<file path="src/hw/dofc_pkg.sv">
// constants, field layouts and codes for the output format configuration block
package dofc_pkg;

	// register port, sample, phase and dither generator widths
	localparam int DOFC_ADDR_W = 9;
	localparam int DOFC_DATA_W = 8;
	localparam int DOFC_SAMPLE_W = 12;
	localparam int DOFC_PHASE_W = 4 * DOFC_SAMPLE_W;
	localparam int DOFC_LFSR_W = 16;

	// register offsets
	localparam logic [8:0] DOFC_OFS_DITHER = 9'h140;
	localparam logic [8:0] DOFC_OFS_PULSE = 9'h160;
	localparam logic [8:0] DOFC_OFS_COARSE = 9'h170;
	localparam logic [8:0] DOFC_OFS_CHANNEL_A_CURRENT = 9'h171;
	localparam logic [8:0] DOFC_OFS_CHANNEL_B_CURRENT = 9'h172;
	localparam logic [8:0] DOFC_OFS_CTRL = 9'h1f0;
	localparam logic [8:0] DOFC_OFS_STATUS = 9'h1f1;

	// field positions
	localparam int DOFC_DITH_A_LSB = 0;
	localparam int DOFC_DITH_B_LSB = 2;
	localparam int DOFC_FMT_A_LSB = 0;
	localparam int DOFC_FMT_B_LSB = 4;
	localparam int DOFC_COARSE_A_LSB = 0;
	localparam int DOFC_COARSE_B_LSB = 4;
	localparam int DOFC_CUR_EN_BIT = 7;
	localparam int DOFC_FINE_LSB = 0;
	localparam int DOFC_CTRL_DP_BIT = 0;
	localparam int DOFC_CTRL_DCM_BIT = 1;
	localparam int DOFC_CTRL_TX_BIT = 2;
	localparam int DOFC_ST_FAULT_BIT = 0;
	localparam int DOFC_ST_TX_BIT = 1;
	localparam int DOFC_ST_DP_BIT = 2;

	// writable bits; reserved bits are not stored and read as zero
	localparam logic [7:0] DOFC_DITHER_MASK = 8'h0f;
	localparam logic [7:0] DOFC_PULSE_MASK = 8'h33;
	localparam logic [7:0] DOFC_COARSE_MASK = 8'hff;
	localparam logic [7:0] DOFC_CUR_MASK = 8'hbf;
	localparam logic [7:0] DOFC_CTRL_MASK = 8'h07;

	// reset values
	localparam logic [7:0] DOFC_DITHER_RST = 8'h00;
	localparam logic [7:0] DOFC_PULSE_RST = 8'h00;
	localparam logic [7:0] DOFC_COARSE_RST = 8'h00;
	localparam logic [7:0] DOFC_CUR_RST = 8'h9f;
	localparam logic [7:0] DOFC_CTRL_RST = 8'h00;

	// sample limits and dither generator
	localparam logic [11:0] DOFC_SAMPLE_MAX = 12'h7ff;
	localparam logic [11:0] DOFC_SAMPLE_MIN = 12'h800;
	localparam logic [11:0] DOFC_SAMPLE_ZERO = 12'h000;
	localparam logic [15:0] DOFC_LFSR_SEED = 16'hace1;
	localparam logic [15:0] DOFC_LFSR_TAPS = 16'hb400;
	localparam int DOFC_LFSR_A_LSB = 0;
	localparam int DOFC_LFSR_B_LSB = 8;
	localparam logic [7:0] DOFC_RDATA_IDLE = 8'h00;

	typedef enum logic [1:0] {
		DOFC_FMT_NRZ = 2'b00,
		DOFC_FMT_RTI = 2'b01,
		DOFC_FMT_RTZ = 2'b10,
		DOFC_FMT_QUAD = 2'b11
	} dofc_format_e;

	typedef enum logic [1:0] {
		DOFC_DITH_OFF = 2'b00,
		DOFC_DITH_R1 = 2'b01,
		DOFC_DITH_R3 = 2'b10,
		DOFC_DITH_R7 = 2'b11
	} dofc_dither_e;

endpackage

</file>
<file path="src/hw/dofc_top.sv">
// output format configuration registers and per-channel sample shaping
//
// Overview of operation
// - dither code 0 none, 1 +1/-2, 2 +3/-4, 3 +7/-8 lsb
// - pulse format register: channel b bits 5-4, channel a bits 1-0
// - format 0 non-return-to-zero, 1 return-to-inverse, 2 return-to-zero
// - format 3 gives zero, sample, inverse, zero; needs clock doubling on
// - coarse register: channel b bits 7-4, channel a bits 3-0, reset zero
// - channel a current bit 7 enables output current, resets to one
// - channel a fine code in bits 5-0 resets 1f; bit 6 reserved zero
// - channel b current register resets to 9f with same layout
// - datapath held in reset while datapath enable is clear
//
// register map, byte addresses, reserved bits not stored and read as zero
// 0x140 dither_select: channel a bits 1-0, channel b bits 3-2
// 0x160 pulse_format_select: channel a bits 1-0, channel b bits 5-4
// 0x170 coarse_current_codes: channel a bits 3-0, channel b bits 7-4
// 0x171 channel_a_current: bit 7 current on, bits 5-0 fine code
// 0x172 channel_b_current: bit 7 current on, bits 5-0 fine code
// 0x1f0 control: bit 0 datapath, bit 1 clock doubling, bit 2 transmit
// 0x1f1 status, live and read only: bit 0 bad format mix, bit 1 transmit, bit 2 datapath
`timescale 1ns/1ps

module dofc_top (
	input wire logic sys_clk,
	input wire logic rst_n,
	input wire logic [dofc_pkg::DOFC_ADDR_W-1:0] reg_addr,
	input wire logic [dofc_pkg::DOFC_DATA_W-1:0] reg_wdata,
	input wire logic reg_wr,
	input wire logic reg_rd,
	output logic [dofc_pkg::DOFC_DATA_W-1:0] reg_rdata,
	input wire logic transmit_enable,
	input wire logic sample_valid,
	input wire logic [dofc_pkg::DOFC_SAMPLE_W-1:0] chan_a_sample,
	input wire logic [dofc_pkg::DOFC_SAMPLE_W-1:0] chan_b_sample,
	output logic out_valid,
	output logic [dofc_pkg::DOFC_PHASE_W-1:0] chan_a_phases,
	output logic [dofc_pkg::DOFC_PHASE_W-1:0] chan_b_phases,
	output logic chan_a_current_on,
	output logic chan_b_current_on,
	output logic [5:0] chan_a_fine_current,
	output logic [5:0] chan_b_fine_current,
	output logic [3:0] chan_a_coarse_current,
	output logic [3:0] chan_b_coarse_current,
	output logic datapath_enable,
	output logic clock_doubling_enable
);
	import dofc_pkg::*;

	// saturating add of a five-bit signed dither to a signed sample
	function automatic logic [11:0] sat_add(input logic [11:0] s, input logic [4:0] d);
		logic [12:0] sum;
		sum = {s[11], s} + {{8{d[4]}}, d};
		// sign bits differ only on overflow
		if (sum[12] != sum[11]) begin
			sat_add = sum[12] ? DOFC_SAMPLE_MIN : DOFC_SAMPLE_MAX;
		end else begin
			sat_add = sum[11:0];
		end
	endfunction

	// negation clipped at full scale, the most negative code has no mirror
	function automatic logic [11:0] sat_neg(input logic [11:0] s);
		if (s == DOFC_SAMPLE_MIN) begin
			sat_neg = DOFC_SAMPLE_MAX;
		end else begin
			sat_neg = ~s + 12'h001;
		end
	endfunction

	// map a dither code and four random bits onto a uniform signed offset
	function automatic logic [4:0] dither_value(input dofc_dither_e code, input logic [3:0] rnd);
		unique case (code)
			DOFC_DITH_OFF: begin
				dither_value = 5'h00;
			end
			DOFC_DITH_R1: begin
				dither_value = {{3{rnd[1]}}, rnd[1:0]};
			end
			DOFC_DITH_R3: begin
				dither_value = {{2{rnd[2]}}, rnd[2:0]};
			end
			DOFC_DITH_R7: begin
				dither_value = {rnd[3], rnd[3:0]};
			end
		endcase
	endfunction

	// one step of the dither generator: shift left, parity of the tapped bits back in
	function automatic logic [15:0] lfsr_step(input logic [15:0] r);
		lfsr_step = {r[14:0], ^(r & DOFC_LFSR_TAPS)};
	endfunction

	// four sub-sample phases, phase 0 in the low bits
	function automatic logic [47:0] shape(input dofc_format_e fmt, input logic dbl,
			input logic [11:0] s);
		logic [11:0] inv;
		inv = sat_neg(s);
		unique case (fmt)
			DOFC_FMT_NRZ: begin
				shape = {s, s, s, s};
			end
			DOFC_FMT_RTI: begin
				shape = {inv, inv, s, s};
			end
			DOFC_FMT_RTZ: begin
				shape = {DOFC_SAMPLE_ZERO, DOFC_SAMPLE_ZERO, s, s};
			end
			DOFC_FMT_QUAD: begin
				if (dbl) begin
					shape = {DOFC_SAMPLE_ZERO, inv, s, DOFC_SAMPLE_ZERO};
				end else begin
					// undefined setting, so drive nothing rather than guess
					shape = {DOFC_SAMPLE_ZERO, DOFC_SAMPLE_ZERO, DOFC_SAMPLE_ZERO,
						DOFC_SAMPLE_ZERO};
				end
			end
		endcase
	endfunction

	// one channel: dither, shape, then gate; a gated channel shows zero
	function automatic logic [47:0] channel_out(input logic gate, input dofc_format_e fmt,
			input logic dbl, input dofc_dither_e code, input logic [3:0] rnd,
			input logic [11:0] s);
		if (gate) begin
			channel_out = shape(fmt, dbl, sat_add(s, dither_value(code, rnd)));
		end else begin
			// current off or transmit low: output idles at code zero
			channel_out = '0;
		end
	endfunction

	// configuration registers
	logic [7:0] dither_select;
	logic [7:0] pulse_format_select;
	logic [7:0] coarse_current_codes;
	logic [7:0] channel_a_current;
	logic [7:0] channel_b_current;
	logic [7:0] control;
	logic [7:0] next_dither_select;
	logic [7:0] next_pulse_format_select;
	logic [7:0] next_coarse_current_codes;
	logic [7:0] next_channel_a_current;
	logic [7:0] next_channel_b_current;
	logic [7:0] next_control;
	logic [7:0] next_reg_rdata;

	// datapath state
	logic [15:0] lfsr;
	logic [15:0] next_lfsr;
	logic next_out_valid;
	logic [47:0] next_chan_a_phases;
	logic [47:0] next_chan_b_phases;

	// decoded views of the fields
	logic dp_on;
	logic dbl_on;
	logic tx_on;
	logic fault;
	dofc_format_e fmt_a;
	dofc_format_e fmt_b;
	dofc_dither_e dith_a;
	dofc_dither_e dith_b;

	assign dp_on = control[DOFC_CTRL_DP_BIT];
	assign dbl_on = control[DOFC_CTRL_DCM_BIT];
	// pin or register may enable transmission
	assign tx_on = transmit_enable | control[DOFC_CTRL_TX_BIT];
	assign fmt_a = dofc_format_e'(pulse_format_select[DOFC_FMT_A_LSB +: 2]);
	assign fmt_b = dofc_format_e'(pulse_format_select[DOFC_FMT_B_LSB +: 2]);
	assign dith_a = dofc_dither_e'(dither_select[DOFC_DITH_A_LSB +: 2]);
	assign dith_b = dofc_dither_e'(dither_select[DOFC_DITH_B_LSB +: 2]);
	// reported only; the outcome is undefined, so shaping emits zeros
	assign fault = tx_on & ~dbl_on & ((fmt_a == DOFC_FMT_QUAD) | (fmt_b == DOFC_FMT_QUAD));

	// register writes; format and dither are not guarded, software owns timing
	always_comb begin
		next_dither_select = dither_select;
		next_pulse_format_select = pulse_format_select;
		next_coarse_current_codes = coarse_current_codes;
		next_channel_a_current = channel_a_current;
		next_channel_b_current = channel_b_current;
		next_control = control;
		if (reg_wr) begin
			unique case (reg_addr)
				DOFC_OFS_DITHER: begin
					next_dither_select = reg_wdata & DOFC_DITHER_MASK;
				end
				DOFC_OFS_PULSE: begin
					next_pulse_format_select = reg_wdata & DOFC_PULSE_MASK;
				end
				DOFC_OFS_COARSE: begin
					next_coarse_current_codes = reg_wdata & DOFC_COARSE_MASK;
				end
				DOFC_OFS_CHANNEL_A_CURRENT: begin
					next_channel_a_current = reg_wdata & DOFC_CUR_MASK;
				end
				DOFC_OFS_CHANNEL_B_CURRENT: begin
					next_channel_b_current = reg_wdata & DOFC_CUR_MASK;
				end
				// own control bits: datapath, doubling, transmit
				DOFC_OFS_CTRL: begin
					next_control = reg_wdata & DOFC_CTRL_MASK;
				end
				// unmapped addresses and the read-only status fall away
				default: begin
				end
			endcase
		end
	end

	// read data stands for exactly the cycle after the strobe
	always_comb begin
		next_reg_rdata = DOFC_RDATA_IDLE;
		if (reg_rd) begin
			// same decode as writes plus the status register; unmapped reads give zero
			unique case (reg_addr)
				DOFC_OFS_DITHER: begin
					next_reg_rdata = dither_select;
				end
				DOFC_OFS_PULSE: begin
					next_reg_rdata = pulse_format_select;
				end
				DOFC_OFS_COARSE: begin
					next_reg_rdata = coarse_current_codes;
				end
				DOFC_OFS_CHANNEL_A_CURRENT: begin
					next_reg_rdata = channel_a_current;
				end
				DOFC_OFS_CHANNEL_B_CURRENT: begin
					next_reg_rdata = channel_b_current;
				end
				DOFC_OFS_CTRL: begin
					next_reg_rdata = control;
				end
				// status is live; nothing sticky to clear
				DOFC_OFS_STATUS: begin
					next_reg_rdata[DOFC_ST_FAULT_BIT] = fault;
					next_reg_rdata[DOFC_ST_TX_BIT] = tx_on;
					next_reg_rdata[DOFC_ST_DP_BIT] = dp_on;
				end
				default: begin
					next_reg_rdata = DOFC_RDATA_IDLE;
				end
			endcase
		end
	end

	// register file flops
	always_ff @(posedge sys_clk) begin
		if (!rst_n) begin
			dither_select <= DOFC_DITHER_RST;
			pulse_format_select <= DOFC_PULSE_RST;
			coarse_current_codes <= DOFC_COARSE_RST;
			channel_a_current <= DOFC_CUR_RST;
			channel_b_current <= DOFC_CUR_RST;
			control <= DOFC_CTRL_RST;
			// idle read data is zero, never the last value read
			reg_rdata <= DOFC_RDATA_IDLE;
		end else begin
			dither_select <= next_dither_select;
			pulse_format_select <= next_pulse_format_select;
			coarse_current_codes <= next_coarse_current_codes;
			channel_a_current <= next_channel_a_current;
			channel_b_current <= next_channel_b_current;
			control <= next_control;
			reg_rdata <= next_reg_rdata;
		end
	end

	// analogue settings leave straight from the register flops
	// current enable bits, fine and coarse codes, datapath and doubling enables
	assign chan_a_current_on = channel_a_current[DOFC_CUR_EN_BIT];
	assign chan_b_current_on = channel_b_current[DOFC_CUR_EN_BIT];
	assign chan_a_fine_current = channel_a_current[DOFC_FINE_LSB +: 6];
	assign chan_b_fine_current = channel_b_current[DOFC_FINE_LSB +: 6];
	assign chan_a_coarse_current = coarse_current_codes[DOFC_COARSE_A_LSB +: 4];
	assign chan_b_coarse_current = coarse_current_codes[DOFC_COARSE_B_LSB +: 4];
	assign datapath_enable = control[DOFC_CTRL_DP_BIT];
	assign clock_doubling_enable = control[DOFC_CTRL_DCM_BIT];

	// sample path: dither, shape, gate by transmit and current enable
	always_comb begin
		next_lfsr = lfsr;
		next_out_valid = 1'b0;
		next_chan_a_phases = chan_a_phases;
		next_chan_b_phases = chan_b_phases;
		if (!dp_on) begin
			next_lfsr = DOFC_LFSR_SEED;
			next_chan_a_phases = '0;
			next_chan_b_phases = '0;
		end else if (sample_valid) begin
			next_lfsr = lfsr_step(lfsr);
			next_out_valid = 1'b1;
			// both channels draw from disjoint nibbles of the pre-step value
			next_chan_a_phases = channel_out(tx_on && chan_a_current_on, fmt_a,
				dbl_on, dith_a, lfsr[DOFC_LFSR_A_LSB +: 4], chan_a_sample);
			next_chan_b_phases = channel_out(tx_on && chan_b_current_on, fmt_b,
				dbl_on, dith_b, lfsr[DOFC_LFSR_B_LSB +: 4], chan_b_sample);
		end
	end

	// datapath flops
	always_ff @(posedge sys_clk) begin
		if (!rst_n) begin
			// seed on reset so a run repeats the same dither
			lfsr <= DOFC_LFSR_SEED;
			out_valid <= 1'b0;
			chan_a_phases <= '0;
			chan_b_phases <= '0;
		end else begin
			lfsr <= next_lfsr;
			out_valid <= next_out_valid;
			chan_a_phases <= next_chan_a_phases;
			chan_b_phases <= next_chan_b_phases;
		end
	end

endmodule
</file>
<file path="config.mk">
export PLATFORM = sky130hd
export DESIGN_NAME = dofc_top
export DESIGN_NICKNAME = d
export VERILOG_FILES = /design/src/hw/dofc_pkg.sv /design/src/hw/dofc_top.sv
export SDC_FILE = /design/constraint.sdc
export NUM_CORES = 1
export LEC_CHECK = 0
export ABC_AREA = 1
export ABC_CLOCK_PERIOD_IN_PS = 4200
export BUFFER_PORTS_ARGS = -buffer_cell sky130_fd_sc_hd__buf_4
export CAP_MARGIN = 20
export CORE_MARGIN = 1.5
export CORE_UTILIZATION = 35
export CTS_BUF_LIST = sky130_fd_sc_hd__clkbuf_16
export CTS_CLUSTER_SIZE = 24
export DETAILED_ROUTE_END_ITERATION = 6
export PLACE_DENSITY = 0.52
export SETUP_SLACK_MARGIN = 0.4
export SYNTH_ARGS = -nofsm -noshare
export SYNTH_HDL_FRONTEND = slang
export SYNTH_SLANG_ARGS = --single-unit
</file>
<file path="constraint.sdc">
create_clock -name sys_clk -period 4.2 [get_ports sys_clk]
set_clock_uncertainty 0.05 [all_clocks]
set_input_delay 0.63 -clock sys_clk [delete_from_list [all_inputs] [get_ports sys_clk]]
set_output_delay 0.63 -clock sys_clk [all_outputs]
set_load 0.02 [all_outputs]
</file>
==> metrics.txt <==
outcome=complete, no violations; Num CTS Buffers=17; clock sinks=154; hold endpoint=channel_a_current[7]$_SDFFE_PN1P_; port buffer count=175; synthesized netlist cell count=1,245; most used cell, CP=nand2_1; Worst Path Arrival=3.88 ns; number of routed nets with antenna violations=0; setup TNS=0 ns; vias=8,782; CP max stage delay=0.41 ns; critical-path maximum fanout=8; fmax=0.277 GHz; Root Driver=clkbuf_16; RSZ-0062 raised after global routing=no; Hold Worst Slack=0.392 ns; critical-path cell list=o21a_1, ha_1, fa_1, nand2_1, nand2_1, nand2_1, nand2_1, nand3_2, nand2_1, nand2_1, nand2_4, nand2_8, buf_4, nand2_1, nand2_1, nand2_1, nor3_2, nand3_4, nand3_1, o21ai_0, a21oi_1; # setup viols final=0; Final Cell Area=10,900 µm²; Min-Delay Path Depth=3; wire length per cell=15.5 µm; DR iter-0 viols=662; reg2reg end=chan_b_phases[27]$_SDFFE_PN0P_; Distinct cells, synth=49; period utilization=85.8%; Yosys reg bits=154; Cell Area, Placed=9950 µm²; Die W=158 µm; Synth Area per Inst=6.78 µm²; EDFF count, synth=0; Post-synth ARST share=0%; Critical Path Source Type=flip-flop; Die Span Y=158 µm; CP Capture Type=flip-flop; Crit path buffers/inverters=1; Post-Route WL=27.0 mm; R2R Setup Slk=0.60 ns; initial cell density of the core=35.8%; Filler cells=2,502; HP Start=reg_wdata[7]; CP top delay family=simple AND/OR/NAND/NOR gates; synth warn=0; Slew HR=38.8%; MaxCap Viol Count=0; Clock Tree Buf Depth=2; Detailed Routing Iterations Pass 1=7; actual slew at the worst max-slew pin=0.914 ns; Post-Syn Area=8440 µm²; DRC=0; Die ar.=25,000 µm²; R2R depth=21; Worst Path Required=4.48 ns; Hold Vio Cnt, Final=0; antenna diode count=0; CP max-delay cell=fa_1; via count of the first global-routing pass=7,952; global-route wire length before repair=41.8 mm; worst slack, placed=0.139 ns; register area share after synthesis=36.5%; Levels on crit path=21; syn nets=1,308; # nets final=1,473; worst min path class=primary input to flip-flop; core area=23,500 µm²; Clock Latency Late Sink=0.43 ns; reg2reg start=dither_select[3]$_SDFFE_PN0P_; LEAKAGE=4.83 nW; Final WS setup=0.596 ns; I/O pin count=176; Pwr Density=320 nW/µm²; clk slew on worst S/H paths=0.07 ns; num rows=56; top_reg_cell synth=dfxtp_1; Max Slew Vio Count=0; Max VDD drop=224 µV; share of layout cells above drive strength 1=22.6%; initial antenna violation count=0; GR Overflow Total=0; CTS tree=built; CTS Hold Bufs=0; minimum clock period=3.60 ns; Worst Setup Path Type=flip-flop to flip-flop; Synth-to-Final Area Change=29.5%; largest net degree at the start of global routing=75; detailed-placement wirelength estimate=19.8 mm; Tot GR Track Use=21.2%; vias per cell=5.04; GPL Wtd Cong=0.890; CTS H-tree depth=4
-- cell type report --
cell class | instances | area (µm²) | share of cell area [%]
well taps | 319 | 399 | 3.65
flip-flops and latches | 154 | 3100 | 28.3
clock buffers | 17 | 425 | 3.89
clock inverters | 15 | 201 | 1.84
repair buffers | 200 | 1500 | 13.7
inverters | 127 | 478 | 4.37
multi-input cells | 910 | 4820 | 44.2
-- per-stage QoR --
| step | util [%] | total power, mW | cells |
|---|---|---|---|
| 5_1_grt | 46.4 | 3.62 | 1742 |
| 2_1_floorplan | - | 1.72 | 1245 |
| 4_1_cts | 45.0 | 3.50 | 1724 |
| 3_3_place_gp | 42.3 | 1.84 | 1692 |
| 6_report | 46.4 | 3.49 | 1742 |
| 3_5_place_dp | 42.3 | 1.83 | 1692 |
-- repair_timing --
action,in CTS,in global routing
setup buffers,0,16
resized for setup,6,42
pin swaps,0,9
gates cloned,0,2
endpoints found under the setup margin,32,48
-- cells by family (layout without fill, tap and decap cells) --
logic type | after synthesis | count (layout) | share of synthesized area (%)
XOR/XNOR | 21 | 21 | 2.18
AND/OR/NAND/NOR | 591 | 593 | 30.8
AO/OA/AOI/OAI | 280 | 280 | 19.0
buffers and inverters | 183 | 359 | 8.94
adder cells (fa/ha/maj) | 16 | 16 | 2.55
flip-flops | 154 | 154 | 36.5
-- per-layer routing --
metal	track usage, %	vias to the layer above	share of wire (%)
met5	0	-	0
met2	32.3	244	44
met4	4.90	0	1.1
li1	-	4428	-
met1	30.9	4087	50
met3	3.84	23	5.4
-- placed cells by master (no fill, tap or decap), types with 3 or more instances in the layout --
master / n
nand4_1: 15
nand3_1: 72
o2111ai_1: 4
nand2_2: 26
o21ai_1: 20
buf_4: 200
o22ai_1: 4
a211oi_1: 19
ha_4: 4
nand3b_1: 4
nand2_1: 378
inv_6: 3
inv_8: 5
a21boi_1: 6
nand3_2: 12
nor2_4: 6
nor2_2: 7
clkbuf_16: 17
xnor2_1: 14
nor2_1: 55
clkinv_1: 4
a22oi_1: 7
a221oi_1: 6
inv_2: 4
bufinv_16: 3
inv_1: 119
ha_2: 3
a21oi_2: 4
dfxtp_4: 3
nand3_4: 5
o21a_1: 5
o21ai_0: 39
dfxtp_1: 149
o211ai_1: 4
xor2_1: 7
nand2_4: 6
a21oi_1: 142
a31oi_1: 5
ha_1: 7
-- cell usage after synthesis (all sizes together) (14+ instances only) --
cell | instances | share of area (%)
nand3 | 88 | 6.1
o21ai | 62 | 3.7
inv | 123 | 5.5
ha | 14 | 2.1
buf | 14 | 1.4
nand4 | 15 | 1.1
xnor2 | 14 | 1.5
dfxtp | 154 | 37
a21oi | 147 | 8.9
clkbuf | 42 | 1.9
nor2 | 68 | 3.6
nand2 | 411 | 19
a211oi | 19 | 1.7
-- worst max-delay path by stage --
stage / from / endpoint / slack (ns)
global placement: dither_select[2]$_SDFFE_PN0P_ / chan_b_phases[29]$_SDFFE_PN0P_ / 0.30
global route: dither_select[3]$_SDFFE_PN0P_ / chan_b_phases[44]$_SDFFE_PN0P_ / 0.37
CTS: dither_select[2]$_SDFFE_PN0P_ / chan_b_phases[32]$_SDFFE_PN0P_ / 0.40
detailed placement: dither_select[2]$_SDFFE_PN0P_ / chan_b_phases[27]$_SDFFE_PN0P_ / 0.14
finish: dither_select[3]$_SDFFE_PN0P_ / chan_b_phases[27]$_SDFFE_PN0P_ / 0.60
floorplan: chan_a_sample[0] / chan_a_phases[33]$_SDFFE_PN0P_ / 0.80
-- flip-flops by register name, indices dropped and copies added, names as in the netlist --
name / cells
chan_a_phases: 48
chan_b_phases: 48
lfsr: 16
coarse_current_codes: 8
reg_rdata: 8
channel_a_current: 7
channel_b_current: 7
dither_select: 4
pulse_format_select: 4
control: 3
out_valid: 1
-- worst min-delay path: stages --
cell and delay, ns:
buf_4 0.09, a21oi_1 0.05, o21ai_0 0.07
-- power by group --
group          internal [mW]  total (mW)  leakage (nW)  switching (mW)
logic                  0.120       0.367          3.28           0.247
clock network          0.961        1.67         0.309           0.707
registers               1.46        1.46          1.24        0.000645
No activity file was read; power rests on OpenSTA's default activity.
